===== config.mk =====
export PLATFORM = sky130hd
export DESIGN_NAME = sawt_core
export DESIGN_NICKNAME = d
export VERILOG_FILES = /design/src/common/sawt_pkg.sv /design/src/rtl/sawt_wait_timer.sv /design/src/rtl/sawt_cas_pipe.sv /design/src/rtl/sawt_core.sv
export SDC_FILE = /design/constraint.sdc
export NUM_CORES = 1
export LEC_CHECK = 0
export BUFFER_PORTS_ARGS = -buffer_cell sky130_fd_sc_hd__buf_4
export CAP_MARGIN = 15
export CORE_MARGIN = 1
export CORE_UTILIZATION = 43
export DETAILED_ROUTE_END_ITERATION = 12
export PLACE_DENSITY = 0.82
export SETUP_SLACK_MARGIN = 0.3
export SLEW_MARGIN = 5
export SYNTH_ARGS = -nofsm -noshare
export SYNTH_HDL_FRONTEND = slang
export SYNTH_SLANG_ARGS = --single-unit

===== constraint.sdc =====
create_clock -name clk_sys -period 2.1 [get_ports clk_sys]
set_input_delay 0.42 -clock clk_sys [delete_from_list [all_inputs] [get_ports clk_sys]]
set_output_delay 0.42 -clock clk_sys [all_outputs]
set_load 0.02 [all_outputs]

===== src/common/sawt_pkg.sv =====
package sawt_pkg;

	// ****************************************************************
	// bus geometry
	// ****************************************************************
	localparam int ADDR_W = 8;
	localparam int DATA_W = 32;

	// ****************************************************************
	// register offsets (byte addresses)
	// ****************************************************************
	localparam logic [ADDR_W-1:0] OFF_AREA2_WAIT = 8'h00;
	localparam logic [ADDR_W-1:0] OFF_AREA3_WAIT = 8'h04;

	// ****************************************************************
	// field positions
	// ****************************************************************
	localparam int CAS_LO = 7;
	localparam int CAS_HI = 8;
	localparam int FIXED_ONE_BIT = 10;
	localparam int TRCD_LO = 10;
	localparam int TRCD_HI = 11;
	localparam int TRP_LO = 13;
	localparam int TRP_HI = 14;

	// ****************************************************************
	// reset values
	// ****************************************************************
	localparam logic [1:0] AREA2_CAS_RST = 2'h2;
	localparam logic [1:0] AREA3_TRP_RST = 2'h0;
	localparam logic [1:0] AREA3_TRCD_RST = 2'h0;
	localparam logic [DATA_W-1:0] RDATA_RST = 32'h0000_0000;

	// ****************************************************************
	// sdram geometry and timing widths
	// ****************************************************************
	localparam int NUM_BANKS = 4;
	localparam int BANK_W = 2;
	localparam int WAIT_W = 2;
	localparam int CAS_MAX = 4;

	// ****************************************************************
	// sequencer commands
	// ****************************************************************
	typedef enum logic [3:0] {
		CMD_NOP = 4'h0,
		CMD_ROW_ACTIVATE = 4'h1,
		CMD_COLUMN_READ = 4'h2,
		CMD_COLUMN_READ_AP = 4'h3,
		CMD_COLUMN_WRITE = 4'h4,
		CMD_COLUMN_WRITE_AP = 4'h5,
		CMD_BANK_PRECHARGE = 4'h6,
		CMD_ALL_BANK_PRECHARGE = 4'h7,
		CMD_AUTO_REFRESH = 4'h8,
		CMD_SELF_REFRESH = 4'h9,
		CMD_POWER_DOWN = 4'ha,
		CMD_DEEP_POWER_DOWN = 4'hb
	} sawt_cmd_t;

endpackage


===== src/rtl/sawt_wait_timer.sv =====
`timescale 1ns/1ps
module sawt_wait_timer (
	input wire logic clk_sys,
	input wire logic rst_n,
	input wire logic load,
	input wire logic [sawt_pkg::WAIT_W-1:0] load_value,
	output logic busy
);
	import sawt_pkg::*;

	typedef struct packed {
		logic [WAIT_W-1:0] count;
	} sawt_timer_state_t;

	sawt_timer_state_t state_reg;
	sawt_timer_state_t state_next;

	// ****************************************************************
	// down-counter, held command waits for zero
	// ****************************************************************
	always_comb begin
		state_next = state_reg;
		if (load) begin
			state_next.count = load_value;
		end else if (state_reg.count != '0) begin
			state_next.count = state_reg.count - 1'b1;
		end
	end

	always_ff @(posedge clk_sys or negedge rst_n) begin
		if (!rst_n) begin
			state_reg <= '0;
		end else begin
			state_reg <= state_next;
		end
	end

	assign busy = (state_reg.count != '0);

endmodule


===== src/rtl/sawt_cas_pipe.sv =====
`timescale 1ns/1ps
module sawt_cas_pipe (
	input wire logic clk_sys,
	input wire logic rst_n,
	input wire logic start,
	input wire logic [1:0] latency_sel,
	output logic capture
);
	import sawt_pkg::*;

	typedef struct packed {
		logic [CAS_MAX-1:0] shift;
	} sawt_cas_state_t;

	sawt_cas_state_t state_reg;
	sawt_cas_state_t state_next;

	// ****************************************************************
	// token enters at latency-1, reaches bit 0 after latency cycles
	// ****************************************************************
	always_comb begin
		state_next = state_reg;
		state_next.shift = state_reg.shift >> 1;
		if (start) begin
			state_next.shift[latency_sel] = 1'b1;
		end
	end

	always_ff @(posedge clk_sys or negedge rst_n) begin
		if (!rst_n) begin
			state_reg <= '0;
		end else begin
			state_reg <= state_next;
		end
	end

	assign capture = state_reg.shift[0];

endmodule


===== src/rtl/sawt_core.sv =====
// Implementation choices: the address map and the strobed register port.
`timescale 1ns/1ps
module sawt_core (
	input wire logic clk_sys,
	input wire logic rst_n,
	input wire logic [sawt_pkg::ADDR_W-1:0] reg_addr,
	input wire logic [sawt_pkg::DATA_W-1:0] reg_wdata,
	input wire logic reg_wr,
	input wire logic reg_rd,
	output logic [sawt_pkg::DATA_W-1:0] reg_rdata,
	input wire logic cmd_valid,
	input wire sawt_pkg::sawt_cmd_t cmd_code,
	input wire logic [sawt_pkg::BANK_W-1:0] cmd_bank,
	input wire logic cmd_area3,
	output logic cmd_ready,
	output logic [1:0] cas_latency_sel,
	output logic [sawt_pkg::WAIT_W-1:0] precharge_wait_sel,
	output logic [sawt_pkg::WAIT_W-1:0] row_to_column_wait_sel,
	output logic [sawt_pkg::NUM_BANKS-1:0] bank_open,
	output logic read_capture
);
	import sawt_pkg::*;

	// ****************************************************************
	// state
	// ****************************************************************
	typedef struct packed {
		logic [DATA_W-1:0] rdata;
		logic [1:0] cas;
		logic [WAIT_W-1:0] trp;
		logic [WAIT_W-1:0] trcd;
		logic [NUM_BANKS-1:0] open;
	} sawt_core_state_t;

	sawt_core_state_t state_reg;
	sawt_core_state_t state_next;

	logic cmd_fire;
	logic [NUM_BANKS-1:0] bank_sel;
	logic [NUM_BANKS-1:0] pre_load;
	logic [NUM_BANKS-1:0] rcd_load;
	logic [NUM_BANKS-1:0] pre_busy;
	logic [NUM_BANKS-1:0] rcd_busy;
	logic any_pre_busy;
	logic read_area2;
	logic [DATA_W-1:0] area2_view;
	logic [DATA_W-1:0] area3_view;

	// ****************************************************************
	// decoding helpers
	// ****************************************************************
	function automatic logic [WAIT_W-1:0] field_to_wait(
		input logic [1:0] field
	);
		// 00..11 map straight onto 0..3 idle cycles
		return WAIT_W'(field);
	endfunction

	function automatic logic is_column(input sawt_cmd_t code);
		return (code == CMD_COLUMN_READ) || (code == CMD_COLUMN_READ_AP) ||
			(code == CMD_COLUMN_WRITE) || (code == CMD_COLUMN_WRITE_AP);
	endfunction

	function automatic logic is_auto_pre(input sawt_cmd_t code);
		return (code == CMD_COLUMN_READ_AP) || (code == CMD_COLUMN_WRITE_AP);
	endfunction

	// ****************************************************************
	// register read views
	// ****************************************************************
	always_comb begin
		area2_view = '0;
		area2_view[FIXED_ONE_BIT] = 1'b1;
		area2_view[CAS_HI:CAS_LO] = state_reg.cas;
		area3_view = '0;
		area3_view[TRP_HI:TRP_LO] = state_reg.trp;
		area3_view[TRCD_HI:TRCD_LO] = state_reg.trcd;
	end

	// ****************************************************************
	// command acceptance
	// ****************************************************************
	assign any_pre_busy = |pre_busy;

	always_comb begin
		cmd_ready = 1'b0;
		case (cmd_code)
			CMD_NOP: begin
				cmd_ready = 1'b1;
			end
			CMD_ROW_ACTIVATE: begin
				cmd_ready = !pre_busy[cmd_bank] && !state_reg.open[cmd_bank];
			end
			CMD_COLUMN_READ, CMD_COLUMN_READ_AP,
			CMD_COLUMN_WRITE, CMD_COLUMN_WRITE_AP: begin
				cmd_ready = state_reg.open[cmd_bank] && !rcd_busy[cmd_bank];
			end
			CMD_BANK_PRECHARGE, CMD_ALL_BANK_PRECHARGE: begin
				cmd_ready = 1'b1;
			end
			CMD_AUTO_REFRESH, CMD_SELF_REFRESH: begin
				cmd_ready = !any_pre_busy && (state_reg.open == '0);
			end
			CMD_POWER_DOWN, CMD_DEEP_POWER_DOWN: begin
				cmd_ready = !any_pre_busy;
			end
			default: begin
				cmd_ready = 1'b0;
			end
		endcase
	end

	assign cmd_fire = cmd_valid && cmd_ready;

	// ****************************************************************
	// per-bank wait timers
	// ****************************************************************
	genvar b;
	generate
		for (b = 0; b < NUM_BANKS; b++) begin : g_bank
			assign bank_sel[b] = (cmd_bank == BANK_W'(b));

			// precharge or auto-precharge start, or all-bank precharge
			assign pre_load[b] = cmd_fire && (
				((cmd_code == CMD_BANK_PRECHARGE) && bank_sel[b]) ||
				(cmd_code == CMD_ALL_BANK_PRECHARGE) ||
				(is_auto_pre(cmd_code) && bank_sel[b]));

			assign rcd_load[b] = cmd_fire &&
				(cmd_code == CMD_ROW_ACTIVATE) && bank_sel[b];

			// shared value, whichever area issued the command
			sawt_wait_timer u_pre_timer (
				.clk_sys(clk_sys),
				.rst_n(rst_n),
				.load(pre_load[b]),
				.load_value(field_to_wait(state_reg.trp)),
				.busy(pre_busy[b])
			);

			sawt_wait_timer u_rcd_timer (
				.clk_sys(clk_sys),
				.rst_n(rst_n),
				.load(rcd_load[b]),
				.load_value(field_to_wait(state_reg.trcd)),
				.busy(rcd_busy[b])
			);
		end
	endgenerate

	// ****************************************************************
	// cas latency capture strobe for area 2 reads
	// ****************************************************************
	assign read_area2 = cmd_fire && !cmd_area3 &&
		((cmd_code == CMD_COLUMN_READ) || (cmd_code == CMD_COLUMN_READ_AP));

	sawt_cas_pipe u_cas_pipe (
		.clk_sys(clk_sys),
		.rst_n(rst_n),
		.start(read_area2),
		.latency_sel(state_reg.cas),
		.capture(read_capture)
	);

	// ****************************************************************
	// next state: register bus and bank tracking
	// ****************************************************************
	always_comb begin
		state_next = state_reg;
		state_next.rdata = RDATA_RST;

		if (reg_wr) begin
			case (reg_addr)
				OFF_AREA2_WAIT: begin
					state_next.cas = reg_wdata[CAS_HI:CAS_LO];
				end
				OFF_AREA3_WAIT: begin
					state_next.trp = reg_wdata[TRP_HI:TRP_LO];
					state_next.trcd = reg_wdata[TRCD_HI:TRCD_LO];
				end
				default: begin
					state_next.cas = state_reg.cas;
				end
			endcase
		end

		if (reg_rd) begin
			case (reg_addr)
				OFF_AREA2_WAIT: begin
					state_next.rdata = area2_view;
				end
				OFF_AREA3_WAIT: begin
					state_next.rdata = area3_view;
				end
				default: begin
					state_next.rdata = RDATA_RST;
				end
			endcase
		end

		if (cmd_fire) begin
			if (cmd_code == CMD_ROW_ACTIVATE) begin
				state_next.open[cmd_bank] = 1'b1;
			end else if ((cmd_code == CMD_BANK_PRECHARGE) ||
				(is_column(cmd_code) && is_auto_pre(cmd_code))) begin
				state_next.open[cmd_bank] = 1'b0;
			end else if (cmd_code == CMD_ALL_BANK_PRECHARGE) begin
				state_next.open = '0;
			end
		end
	end

	always_ff @(posedge clk_sys or negedge rst_n) begin
		if (!rst_n) begin
			state_reg.rdata <= RDATA_RST;
			state_reg.cas <= AREA2_CAS_RST;
			state_reg.trp <= AREA3_TRP_RST;
			state_reg.trcd <= AREA3_TRCD_RST;
			state_reg.open <= '0;
		end else begin
			state_reg <= state_next;
		end
	end

	// ****************************************************************
	// outputs
	// ****************************************************************
	assign reg_rdata = state_reg.rdata;
	assign cas_latency_sel = state_reg.cas;
	assign precharge_wait_sel = state_reg.trp;
	assign row_to_column_wait_sel = state_reg.trcd;
	assign bank_open = state_reg.open;

endmodule


* Yosys cells after proc, flatten, opt, wreduce, memory -nomap -nowiden *
Index checks and enable logic that the tools add are counted.

word-level totals
  flip-flop bits (word level) = 62
  input bits = 52
  word-level logic and storage cells = 151

cells by class
  add/subtract/negate cells = 8
  $lt $le $gt $ge = 4
  eq/ne operators = 15
  muxes and demuxes = 33
  bitwise operators = 4
  reductions and logical operators = 73

operators with widths
  kind                                                                          number
  2-bit 2-to-1 mux                                                              16
  2-bit nonzero test                                                            16
  15-bit case mux with 2 select lines                                           1
  1-bit logical AND                                                             26
  4-bit by 3-bit == test with 1-bit output, second input constant               4
  4-bit == test, second input constant                                          4
  4-bit 2-to-1 mux                                                              4
  2-bit by 1-bit subtractor with 2-bit output, second input constant            8
  15-bit 2-to-1 mux                                                             1
  1-bit logical OR                                                              13
  4-bit by 2-bit == test with 1-bit output, second input constant               2
  8-bit by 3-bit == test with 1-bit output, second input constant               1
  4-bit logical NOT                                                             2
  8-bit logical NOT                                                             1
  4-bit OR reduction                                                            2
  1-bit binary-select mux with 2-bit select                                     3
  2-bit by 3-bit less-than comparator with 1-bit output, second input constant  2
  2-bit AND reduction                                                           3
  1-bit logical NOT                                                             5
  1-bit 2-to-1 mux                                                              5
  1-bit case mux with 5 select lines                                            1
  4-bit AND                                                                     1
  1-bit demux with 2-bit select                                                 2
  2-bit == test, second input constant                                          2
  10 further kinds                                                              12

* Depth between registers and ports, before layout *
Gate-level depths: netlist of run 1.

  word-level depth = 10
  mapped depth = 8
  mapped depth without buffers = 7

* By module *
From an unflattened synthesis of run 1, not the netlist that was laid out.

unflattened totals
  cell total of the unflattened synthesis = 259
  area, all modules = 2412.3 um2

modules (own cells, without submodules)
  module           instances  cells each  area each (um2)
  sawt_core        1          145         1310.0
  sawt_wait_timer  8          13          120.1
  sawt_cas_pipe    1          10          141.4

* Worst setup path after synthesis of run 1 *
No wires, ideal clock.

  path kind = register -> output
  start point = reg g_bank[3].u_rcd_timer.state_reg[0] (netlist bit)
  end point = out cmd_ready
  data arrival time = 1.876 ns
  required time = 1.680 ns
  setup slack = -0.196 ns
  stages on the path, launching flop included = 8
  cells stage by stage = dfrtp_1 > inv_1 > ha_1 > nand2_1 > mux4_2 > o32ai_4 > or2_1 > buf_2

on the way
  longest elaborated chain between the ends = 6

RTL lines
  what                                       RTL line               RTL
  from (decl)                                sawt_wait_timer.sv:15  sawt_timer_state_t state_reg;
  from (signal assigned)                     sawt_wait_timer.sv:34  state_reg <= state_next;
  2-bit nonzero test                         sawt_wait_timer.sv:38  assign busy = (state_reg.count != '0);
  1-bit binary-select mux with 2-bit select  sawt_core.sv:96        cmd_ready = state_reg.open[cmd_bank] && !rcd_busy[cmd_bank];
  1-bit 2-to-1 mux (implied by the code)     sawt_core.sv:96
  1-bit logical NOT                          sawt_core.sv:96
  1-bit logical AND                          sawt_core.sv:96
  1-bit case mux with 5 select lines         sawt_core.sv:87        case (cmd_code)
  to (decl)                                  sawt_core.sv:15        output logic cmd_ready,

No other way between the ends. The select of a mux whose other input is x is not followed.

* Worst setup path in the final report of run 1 *
  start point = reg g_bank[2].u_rcd_timer.state_reg[1] (netlist bit)
  end point = out cmd_ready

on the way
  longest elaborated chain between the ends = 6

RTL lines
  what                                       RTL line
  from (decl)                                sawt_wait_timer.sv:15
  from (signal assigned)                     sawt_wait_timer.sv:34
  2-bit nonzero test                         sawt_wait_timer.sv:38
  1-bit binary-select mux with 2-bit select  sawt_core.sv:96
  1-bit 2-to-1 mux (implied by the code)     sawt_core.sv:96
  1-bit logical NOT                          sawt_core.sv:96
  1-bit logical AND                          sawt_core.sv:96
  1-bit case mux with 5 select lines         sawt_core.sv:87

No other way between the ends. The select of a mux whose other input is x is not followed.

==> impl_results.md, run 1 <==
- Status: finished with violations
- Failing checks: setup timing
- Diode count: 0
- CTS tree: done
- Crit path required time: 1.68 ns
- Die height: 74.0 um
- Post-Synth XOR/XNOR Area: 3.54%
- Relative slew slack: approximately 67%
- H-tree level count: 2
- Met1 wire length: 2.17 mm
- WS Path Type: reg2out
- Setup ws final: -0.364 ns
- Metal3 WL: 308 um
- Vias in the first global route: ~1.8k
- P&R area growth vs syn: 38.6%
- Period utilisation layout: 117%
- Slew @ Worst Pin: approximately 0.50 ns
- Synth Area in Simple Gates: 12.6%
- Hold buffer count at CTS: 0
- Final setup vio count: 21
- First-pass GRT wire length: 8.23 mm
- Vias per inst: 4.94
- Final core occ: 63.7%
- Mapped Area: 2230 um2
- Full die area: 5470 um2
- I/O pin count: between 90 and 100
- Leakage: 1.59 nW
- Clock Sinks: 36
- Drt drc: 0
- Leading register cell type out of synthesis: dfrtp_1
- Worst-path clk slew: roughly 0.07 ns
- Initial Util: 45.9%
- Seq. cell area: 902 um2
- Clock Latency Late Sink: 0.29 ns
- Async S/R FF share, synth: 100%
- # rows: 25
- CP Data Arrival Time: 2.04 ns
- Multiplexer share of the synthesized area: 11.7%
- Routed wl met2: around 2.5 mm
- Via count: 1807
- Final worst path period need: 2.46 ns
- Reg2Reg Setup Slack: -0.24 ns
- Top Metal Used: met4
- Largest family of logic cells by synthesized area: buffers and inverters
- Area of the multi-input gates: 1270 um2
- Synth Area in Compound Gates: 11.6%
- Worst Skew: 0.00786 ns
- Adder-cell share of the synthesized area: 6.29%
- # Max-Cap Violations: 0
- Fin. Hold Viols: 0
- Mapped Cells: 216
- CTS root buf: clkbuf_8
- Startpoint Class: flop
- Syn avg cell area: 10.3 um2
- Detail Route Antenna Nets: 0
- Post-synthesis sequential area ratio: about 41%
- 1st-pass router iterations: 4
- PwrDens: 986 nW/um2
- Filler cell count: 380
- Initial DRC count: 40
- Max Clock Freq: between 0.4 and 0.5 GHz
- Crit end category: output port
- Total GRT Usage: approximately a fifth
- Worst slack at placement: -0.173 ns
- TritonCTS Buffers: 5
- Synth cell types: 43
- Share of layout cells above drive strength 1: 43.1%
- WL/cell: 13.9 um
- Worst vdd ir: 0.551 mV
- Routed WL: 5.10 mm
- CTS Buffer Depth: 2
- Min-Delay Path Class: in2async
- DP HPWL: 3.80 mm
- GR Overflow Total: 0
- Warnings, synthesis: 0
- Largest net degree at the start of global routing: 37
- Initial antenna violation count: 0
- FF+latch count, synth: 36
- Fin nets: 358
- IO buf count: between 40 and 50
- Hold_ws: between 0.08 and 0.09 ns
- Chip Width: 74.0 um
- Max Slew Vio Count: 0
- Worst Path Max Fanout: 3
- Post-synth EDFFs: 0
- Gpl congestion: 0.828
- Core area: 4850 um2
- RSZ-0062 raised after global routing: true
-- worst paths after layout --
| kind | endpoint | startpoint | cells past startpoint |
|---|---|---|---|
| min in group clk_sys | reg_rdata[8] | reg_addr[2] | 2 |
| max in group asynchronous | cas_latency_sel[1] | rst_n | 1 |
| worst min-delay path | cas_latency_sel[0] | rst_n | 1 |
| worst min register to register | u_cas_pipe.state_reg[2] | u_cas_pipe.state_reg[3] | 1 |
| worst max-delay path | cmd_ready | g_bank[2].u_rcd_timer.state_reg[1] | 7 |
| worst max register to register | bank_open[1] | g_bank[2].u_rcd_timer.state_reg[1] | 10 |
-- metal layers --
metal | vias to the layer above | global-route usage (%)
met3 | 9 | 5.01
met1 | 865 | 24.5
met4 | 0 | 7.05
met2 | 69 | 35.4
li1 | 864 | -
met5 | - | 0
-- cells in the mapped netlist, types with 2 or more instances --
| cell | n | area [um2] |
|---|---|---|
| maj3_1 | 4 | 40.0 |
| nor2b_1 | 6 | 37.5 |
| xor2_1 | 8 | 70.1 |
| a22o_1 | 8 | 70.1 |
| mux2_2 | 7 | 78.8 |
| a21oi_1 | 8 | 40.0 |
| nor3b_1 | 6 | 45.0 |
| mux2i_1 | 16 | 160 |
| a41o_1 | 3 | 30.0 |
| inv_1 | 21 | 78.8 |
| buf_2 | 4 | 20.0 |
| nand3_1 | 2 | 10.0 |
| nor2_1 | 13 | 48.8 |
| and2_1 | 2 | 12.5 |
| nand2_1 | 8 | 30.0 |
| buf_4 | 26 | 195 |
| ha_1 | 8 | 100 |
| o211ai_1 | 4 | 30.0 |
| o21ai_0 | 3 | 15.0 |
| dfrtp_1 | 35 | 876 |
| nor4_1 | 2 | 12.5 |
-- layout make-up --
class / count / area share [%]
repair buffers: 82 / 21.0
well taps: 67 / 2.72
inverters: 21 / 2.55
clock buffers: 8 / 3.24
flip-flops and latches: 36 / 29.2
multi-input cells: 152 / 41.3
-- critical path: stages (launching register included) --
cell and delay [ns]:
dfrtp_1 0.37, inv_2 0.08, ha_4 0.14, nand2_2 0.06
mux4_2 0.50, o32ai_4 0.31, or2_4 0.19, buf_6 0.11
-- metrics by stage --
stage / instance area, um2 / total power [mW] / TNS [ns] / std cells
after global placement: 2790 / 2.26 / -1.33 / 348
final: 3090 / 3.04 / -2.90 / 366
after floorplan: 2390 / 1.93 / -0.108 / 241
after detailed placement: 2790 / 2.37 / -2.42 / 348
after global routing: 3090 / 3.30 / -4.56 / 366
after CTS: 2950 / 2.96 / -1.24 / 357
-- placed cells by master, fill, tap and decap left out, drive strengths merged, types with 2 or more instances in the layout --
| master | Yosys | routed |
|---|---|---|
| buf | 31 | 82 |
| dfrtp | 35 | 35 |
| conb | 1 | 26 |
| inv | 21 | 21 |
| mux2i | 16 | 16 |
| nor2 | 13 | 13 |
| a21oi | 8 | 8 |
| a22o | 8 | 8 |
| xor2 | 8 | 8 |
| clkbuf | 1 | 8 |
| nand2 | 8 | 8 |
| ha | 8 | 8 |
| mux2 | 7 | 7 |
| nor2b | 6 | 6 |
| nor3b | 6 | 6 |
| maj3 | 4 | 4 |
| o211ai | 4 | 4 |
| o21ai | 4 | 4 |
| a41o | 3 | 3 |
| nor4 | 3 | 3 |
| nand3 | 2 | 2 |
| and2 | 2 | 2 |
-- timing repair --
item / 4_1_cts / 5_1_grt
cloned: 0 / 0
gates resized for setup: 14 / 17
pin swaps: 8 / 10
buffers inserted: 1 / 9
hold endpoints to repair: 0 / 0
setup endpoints to repair: 25 / 25
-- report_power, final --
group / leakage, nW / switching, mW / internal [mW] / total, mW
Sequential: 0.463 / 0.105 / 0.884 / 0.989
Combinational: 1.08 / 0.738 / 0.782 / 1.52
Clock: 0.0515 / 0.235 / 0.299 / 0.535
Total: 1.59 / 1.08 / 1.97 / 3.04
-- cell families after synthesis --
group,after synthesis
buffers and inverters,53
and+or+nand+nor,49
DFF,36
AOI/OAI and AO/OA,32
muxes,24
adders and majority gates,12
xor gates and xnor gates,9
other,1
No activity file was read; power rests on OpenSTA's default activity.
==> run 2: changes to the inputs <==
--- a/config.mk
+++ b/config.mk
@@ -8,11 +8,12 @@
 export BUFFER_PORTS_ARGS = -buffer_cell sky130_fd_sc_hd__buf_4
 export CAP_MARGIN = 15
 export CORE_MARGIN = 1
-export CORE_UTILIZATION = 43
+export CORE_UTILIZATION = 44
 export DETAILED_ROUTE_END_ITERATION = 12
 export PLACE_DENSITY = 0.82
 export SETUP_SLACK_MARGIN = 0.3
 export SLEW_MARGIN = 5
 export SYNTH_ARGS = -nofsm -noshare
 export SYNTH_HDL_FRONTEND = slang
+export SYNTH_HIERARCHICAL = 1
 export SYNTH_SLANG_ARGS = --single-unit
==> run 2 against run 1 <==
Compared with the run above: synthesized cell count rose by 20%; clock skew about the same; critical endpoint unchanged; worst hold slack got worse by 0.019 ns; die area up 5.7%; non-clock buffer count rose by 9; worst setup slack improved by 0.010 ns; global-route usage is 0.20 points lower; cell area grew 7.3%; combinational power grew 15%; core utilization hardly changed; the flow still finishes with violations (setup timing); first-iteration DRC count rose by 140%; highest routed layer unchanged.
==> impl_results.md, run 2 <==
- Worst vdd ir: 0.725 mV (+32%)
- Detail Route Antenna Nets: 0 (unchanged)
- Final worst path period need: 2.45 ns (-0.0101 ns)
- Failing checks: setup timing
- Diode count: 0 (unchanged)
- Setup ws final: -0.354 ns (+0.0101 ns)
- Min-Delay Path Class: in2async
- Seq. cell area: 902 um2 (unchanged)
- 1st-pass router iterations: 5 (+1)
- Syn avg cell area: 9.31 um2 (-9.7%)
- Drt drc: 0 (unchanged)
- First-pass GRT wire length: 9.29 mm (+13%)
- Top cell type by total area after synthesis: dfrtp_1
- Post-synth EDFFs: 0 (unchanged)
- IO buf count: 43 (unchanged)
- Area of the multi-input gates: 1370 um2 (+7.8%)
- PwrDens: 1030 nW/um2 (+4.3%)
- DP HPWL: 4.04 mm (+6.3%)
- Initial DRC count: 97 (+140%)
- Fin. Hold Viols: 0 (unchanged)
- Total GRT Usage: 20.1% (-0.20 points)
- Crit path required time: 1.68 ns (about the same)
- Top cells by area, synth: dfrtp_1, buf_4, inv_1
- Max Clock Freq: 0.408 GHz (+0.41%)
- Synth top area share: 36.3% (-3.0 points)
- Worst-path clk slew: 0.08 ns (about the same)
- Initial antenna violation count: 0 (unchanged)
- Initial Util: 46.3% (+0.41 points)
- Fin nets: 409 (+14%)
- Die height: 76.0 um (+2.8%)
- Clock Latency Late Sink: 0.30 ns (about the same)
- Startpoint Class: flop
- TritonCTS Buffers: 5 (unchanged)
- Warnings, synthesis: 6 (+6)
- Leading cell types in the layout, fill and taps excluded: buf_4, dfrtp_1, inv_1
- CP Data Arrival Time: 2.03 ns (about the same)
- Worst Path Max Fanout: 2 (-1)
- GR Overflow Total: 0 (unchanged)
- Hold_ws: 0.0655 ns (-0.0186 ns)
- Leakage: 1.62 nW (+1.5%)
- Mapped Cells: 259 (+20%)
- FF+latch count, synth: 36 (unchanged)
- Filler cell count: 435 (+14%)
- Clock Sinks: 36 (unchanged)
- Vias per inst: 4.92 (-0.42%)
- # placed instances: 399 (+15%)
- Final setup vio count: 25 (+19%)
- RSZ-0062 raised after global routing: true
- Worst Skew: 0.00773 ns (-0.000127 ns)
- Crit end category: output port
- Max Slew Vio Count: 0 (unchanged)
- Full die area: 5780 um2 (+5.7%)
- WS Path Type: reg2out
- Area post-placement: 2960 um2 (+5.9%)
- Post-synthesis sequential area ratio: 37.4% (-3.1 points)
- Period utilisation layout: 117% (-0.48 points)
- Final Instance Count excl. Fillers: 420 (+15%)
- Synth cell types: 47 (+9.3%)
- CTS tree: done
- Commonest non-fill, non-tap cell in the layout: buf_4
- Vias in the first global route: 2087 (+18%)
- Async S/R FF share, synth: 100% (unchanged)
- Gpl congestion: 0.875 (+5.7%)
- I/O pin count: 96 (unchanged)
- # Max-Cap Violations: 0 (unchanged)
- List of most frequent post-synthesis cells: dfrtp_1, inv_1, buf_4
- Mapped Area: 2410 um2 (+8.3%)
- Largest net degree at the start of global routing: 37 (unchanged)
- # rows: 26 (+4.0%)
- CTS Buffer Depth: 2 (unchanged)
- Via count: 2065 (+14%)
- Status: finished with violations
- Final Cell Area: 3310 um2 (+7.3%)
- Final core occ: 63.6% (about the same)
- WL/cell: 13.5 um (-3.0%)
- Share of layout cells above drive strength 1: 40.3% (-2.9 points)
- CTS root buf: clkbuf_8
- Routed WL: 5.68 mm (+11%)
- H-tree level count: 2 (unchanged)
- Reg2Reg Setup Slack: -0.29 ns (-0.05 ns)
- Leading register cell type out of synthesis: dfrtp_1
- Core area: 5200 um2 (+7.4%)
- Chip Width: 76.0 um (+2.8%)
- P&R area growth vs syn: 37.3%
run 2: kinds of logic after synthesis:
| group | Yosys count | synth area share [%] |
|---|---|---|
| AND/OR/NAND/NOR | 85 | 20.0 |
| other | 1 | 0.155 |
| AO/OA/AOI/OAI | 38 | 13.1 |
| buffers and inverters | 68 | 15.8 |
| flip-flops | 36 | 37.4 |
| XOR/XNOR | 9 | 3.27 |
| adder cells (fa/ha/maj) | 16 | 7.47 |
| multiplexers | 6 | 2.80 |
run 2: worst paths after layout:
check	startpoint	endpoint	cells past startpoint
max in group asynchronous	rst_n	cas_latency_sel[1]	1
min reg2reg	u_cas_pipe/state_reg[2]	u_cas_pipe/state_reg[1]	1
min	rst_n	g_bank[3].u_pre_timer/state_reg[1]	1
max	g_bank[1].u_rcd_timer/state_reg[1]	cmd_ready	8
min in group clk_sys	reg_addr[2]	reg_rdata[7]	2
max reg2reg	g_bank[1].u_rcd_timer/state_reg[1]	g_bank[1].u_rcd_timer/state_reg[1]	12
run 2: through the flow:
step                setup slack, ns  power [mW]  TNS, ns
CTS                          -0.269        3.32    -1.55
global placement             -0.303        2.48    -4.21
detailed placement           -0.373        2.57    -5.14
floorplan                    -0.125        2.01   -0.658
global route                 -0.401        3.65    -7.34
finish                       -0.354        3.41    -5.39
run 2: power by group:
| part | switching, mW | internal, mW | leakage [nW] |
|---|---|---|---|
| Clock | 0.266 | 0.352 | 0.0552 |
| Sequential | 0.134 | 0.907 | 0.451 |
| Combinational | 0.823 | 0.923 | 1.11 |
| Total | 1.22 | 2.18 | 1.62 |
run 2: final cells by class:
type / instances / area share, %
repair buffers: 91 / 21.4
clock inverters: 2 / 1.06
multi-input cells: 180 / 41.5
flip-flops and latches: 36 / 27.2
well taps: 70 / 2.64
clock buffers: 6 / 2.19
inverters: 35 / 3.97
run 2: what timing repair did:
action / 4_1_cts / 5_1_grt
setup endpoints to repair: 25 / 25
pin swaps: 8 / 14
gates resized for setup: 34 / 12
setup buffers: 6 / 7
hold buffers: 0 / 0
run 2: worst max-delay path, stage by stage, from the launching register on:
cell and delay [ns]:
dfrtp_1 0.40, inv_2 0.09, ha_4 0.15, inv_2 0.04, nor4bb_4 0.32, o21ai_1 0.13
a211oi_2 0.31, or3_4 0.19, buf_6 0.11
run 2: metal layers:
| layer | vias to the layer above | global-route usage, % | routed length (um) |
|---|---|---|---|
| met2 | 54 | 37.8 | 3040 |
| met1 | 1008 | 22.8 | 2330 |
| li1 | 992 | - | - |
| met3 | 11 | 4.55 | 197 |
| met5 | - | 0 | 0 |
| met4 | 0 | 5.00 | 101 |
==> run 3: changes to the inputs <==
--- a/config.mk
+++ b/config.mk
@@ -10,7 +10,7 @@
 export CORE_MARGIN = 1
 export CORE_UTILIZATION = 44
 export DETAILED_ROUTE_END_ITERATION = 12
-export PLACE_DENSITY = 0.82
+export PLACE_DENSITY = 0.8
 export SETUP_SLACK_MARGIN = 0.3
 export SLEW_MARGIN = 5
 export SYNTH_ARGS = -nofsm -noshare
==> run 3 against run 2 <==
Compared with the run above: the run still ends with setup timing left; worst hold slack improved by 0.0092 ns; power down 6.1%; critical endpoint unchanged; non-clock buffer count decreased by 1; cell area decreased by 0.76%; combinational power decreased by 4%.
==> impl_results.md, run 3 (synthesized netlist as in run 2, its figures left out) <==
- Status: finished with violations
- Failing checks: setup timing
- Startpoint Class: flop
- Clock Power Share: 15.1% (-3.0 points)
- Core area: 5200 um2 (unchanged)
- H-tree level count: 2 (unchanged)
- P&R area growth vs syn: 36.3%
- Detail Route Antenna Nets: 0 (unchanged)
- Max Slew Vio Count: 0 (unchanged)
- Initial Util: 46.3% (unchanged)
- Worst-path clk slew: 0.08 ns (about the same)
- Switch share: 36.2% (+0.24 points)
- Net load switching power: 1.16 mW (-5.5%)
- IO buf count: 43 (unchanged)
- Vias in the first global route: 2037 (-2.4%)
- WS Path Type: reg2out
- Final worst path period need: 2.36 ns (-0.0947 ns)
- Fin. Hold Viols: 0 (unchanged)
- Cell-internal power: 2.04 mW (-6.5%)
- Min-Delay Path Class: in2async
- Final setup vio count: 25 (unchanged)
- Chip Width: 76.0 um (unchanged)
- Setup TNS: -3.56 ns (+1.83 ns)
- Vias per inst: 4.83 (-1.7%)
- Clock Sinks: 36 (unchanged)
- Period utilisation layout: 112% (-4.5 points)
- Max Clock Freq: 0.424 GHz (+4.0%)
- Register share of total power: 32.2% (+1.6 points)
- CP Data Arrival Time: 1.94 ns (-0.09 ns)
- CTS root buf: clkbuf_8
- Setup ws final: -0.259 ns (+0.0947 ns)
- PwrDens: 973 nW/um2 (-5.4%)
- Routed WL: 5.52 mm (-2.7%)
- TritonCTS Buffers: 5 (unchanged)
- # Max-Cap Violations: 0 (unchanged)
- RSZ-0062 raised after global routing: true
- CTS Buffer Depth: 2 (unchanged)
- Diode count: 0 (unchanged)
- Share of layout cells above drive strength 1: 39.5% (-0.74 points)
- Leakage: 1.60 nW (-0.93%)
- Commonest non-fill, non-tap cell in the layout: buf_4
- Worst Skew: 0.0106 ns (+0.00289 ns)
- First-pass GRT wire length: 9.23 mm (-0.67%)
- Full die area: 5780 um2 (unchanged)
- Leading cell types in the layout, fill and taps excluded: buf_4, dfrtp_1, inv_1
- I/O pin count: 96 (unchanged)
- CTS tree: done
- Fin nets: 408 (-0.24%)
- Gpl congestion: 0.860 (-1.7%)
- Largest net degree at the start of global routing: 37 (unchanged)
- Worst vdd ir: 0.625 mV (-14%)
- Crit end category: output port
- Clock Latency Late Sink: 0.29 ns (about the same)
- GR Overflow Total: 0 (unchanged)
- Comb pwr share: 52.7% (+1.4 points)
- Via count: 2025 (-1.9%)
- Drt drc: 0 (unchanged)
- 1st-pass router iterations: 4 (-1)
- Initial DRC count: 119 (+23%)
- Power, Total: 3.20 mW (-6.1%)
- WL/cell: 13.2 um (-2.5%)
- Worst Path Max Fanout: 2 (unchanged)
- Die height: 76.0 um (unchanged)
- # rows: 26 (unchanged)
- Initial antenna violation count: 0 (unchanged)
- DP HPWL: 3.79 mm (-6.2%)
- Crit path required time: 1.68 ns (about the same)
- Total GRT Usage: 19.9% (-0.15 points)
[run 3: power by group through the flow]
stage / registers, mW / clock network, mW / logic (mW)
detailed placement: 1.04 / 0 / 1.51
global route: 1.05 / 0.520 / 1.87
global placement: 1.03 / 0 / 1.46
CTS: 1.03 / 0.495 / 1.66
finish: 1.03 / 0.483 / 1.68
floorplan: 1.08 / 0 / 0.934
[run 3: layout make-up]
cell class	count	area, um2
Clock buffer	6	72.6
Clock inverter	2	12.5
Fill cell	406	1920
Inverter	35	131
Multi-Input combinational cell	180	1370
Sequential cell	36	902
Tap cell	70	87.6
Timing Repair Buffer	90	707
[run 3: stage by stage]
step	util [%]	hold WS [ns]	cells	setup slack [ns]	cell area [um2]
finish	63.1	0.0747	419	-0.259	3290
global route	63.1	0.106	419	-0.361	3290
CTS	62.5	0.0877	417	-0.281	3250
detailed placement	57.4	0.406	401	-0.306	2990
global placement	57.4	0.404	401	-0.289	2990
floorplan	-	0.124	284	-0.125	2540
[run 3: path summary, 6_finish.rpt]
kind | from | to | slack, ns | depth (start not counted)
min in group clk_sys | reg_addr[2] | reg_rdata[8] | 0.34 | 2
max in group asynchronous | rst_n | cas_latency_sel[1] | 1.67 | 1
worst min register to register | u_cas_pipe/state_reg[1] | u_cas_pipe/state_reg[0] | 0.44 | 1
worst max-delay path | g_bank[2].u_rcd_timer/state_reg[1] | cmd_ready | -0.26 | 8
worst max register to register | g_bank[2].u_rcd_timer/state_reg[1] | g_bank[3].u_rcd_timer/state_reg[1] | -0.21 | 11
worst min-delay path | rst_n | row_to_column_wait_sel[0] | 0.07 | 1
[run 3: what timing repair did]
item	4_1_cts	5_1_grt
pin swaps	21	13
hold endpoints to repair	0	0
endpoints found under the setup margin	25	25
gates resized for setup	37	5
hold buffers	0	0
setup buffers	8	2
[run 3: metal layers]
layer | vias up | part of all wire [%] | track usage (%)
met1 | 949 | 41 | 22.7
li1 | 988 | - | -
met3 | 8 | 6.2 | 4.31
met4 | 0 | 1.5 | 7.88
met2 | 80 | 51 | 36.2
met5 | - | 0 | 0
[run 3: worst max-delay path: stages, from the launching register on]
cell	delay, ns
dfrtp_1	0.35
inv_1	0.05
ha_2	0.19
inv_1	0.04
and3b_1	0.16
o211ai_1	0.22
o211ai_2	0.13
or3_4	0.36
buf_6	0.14
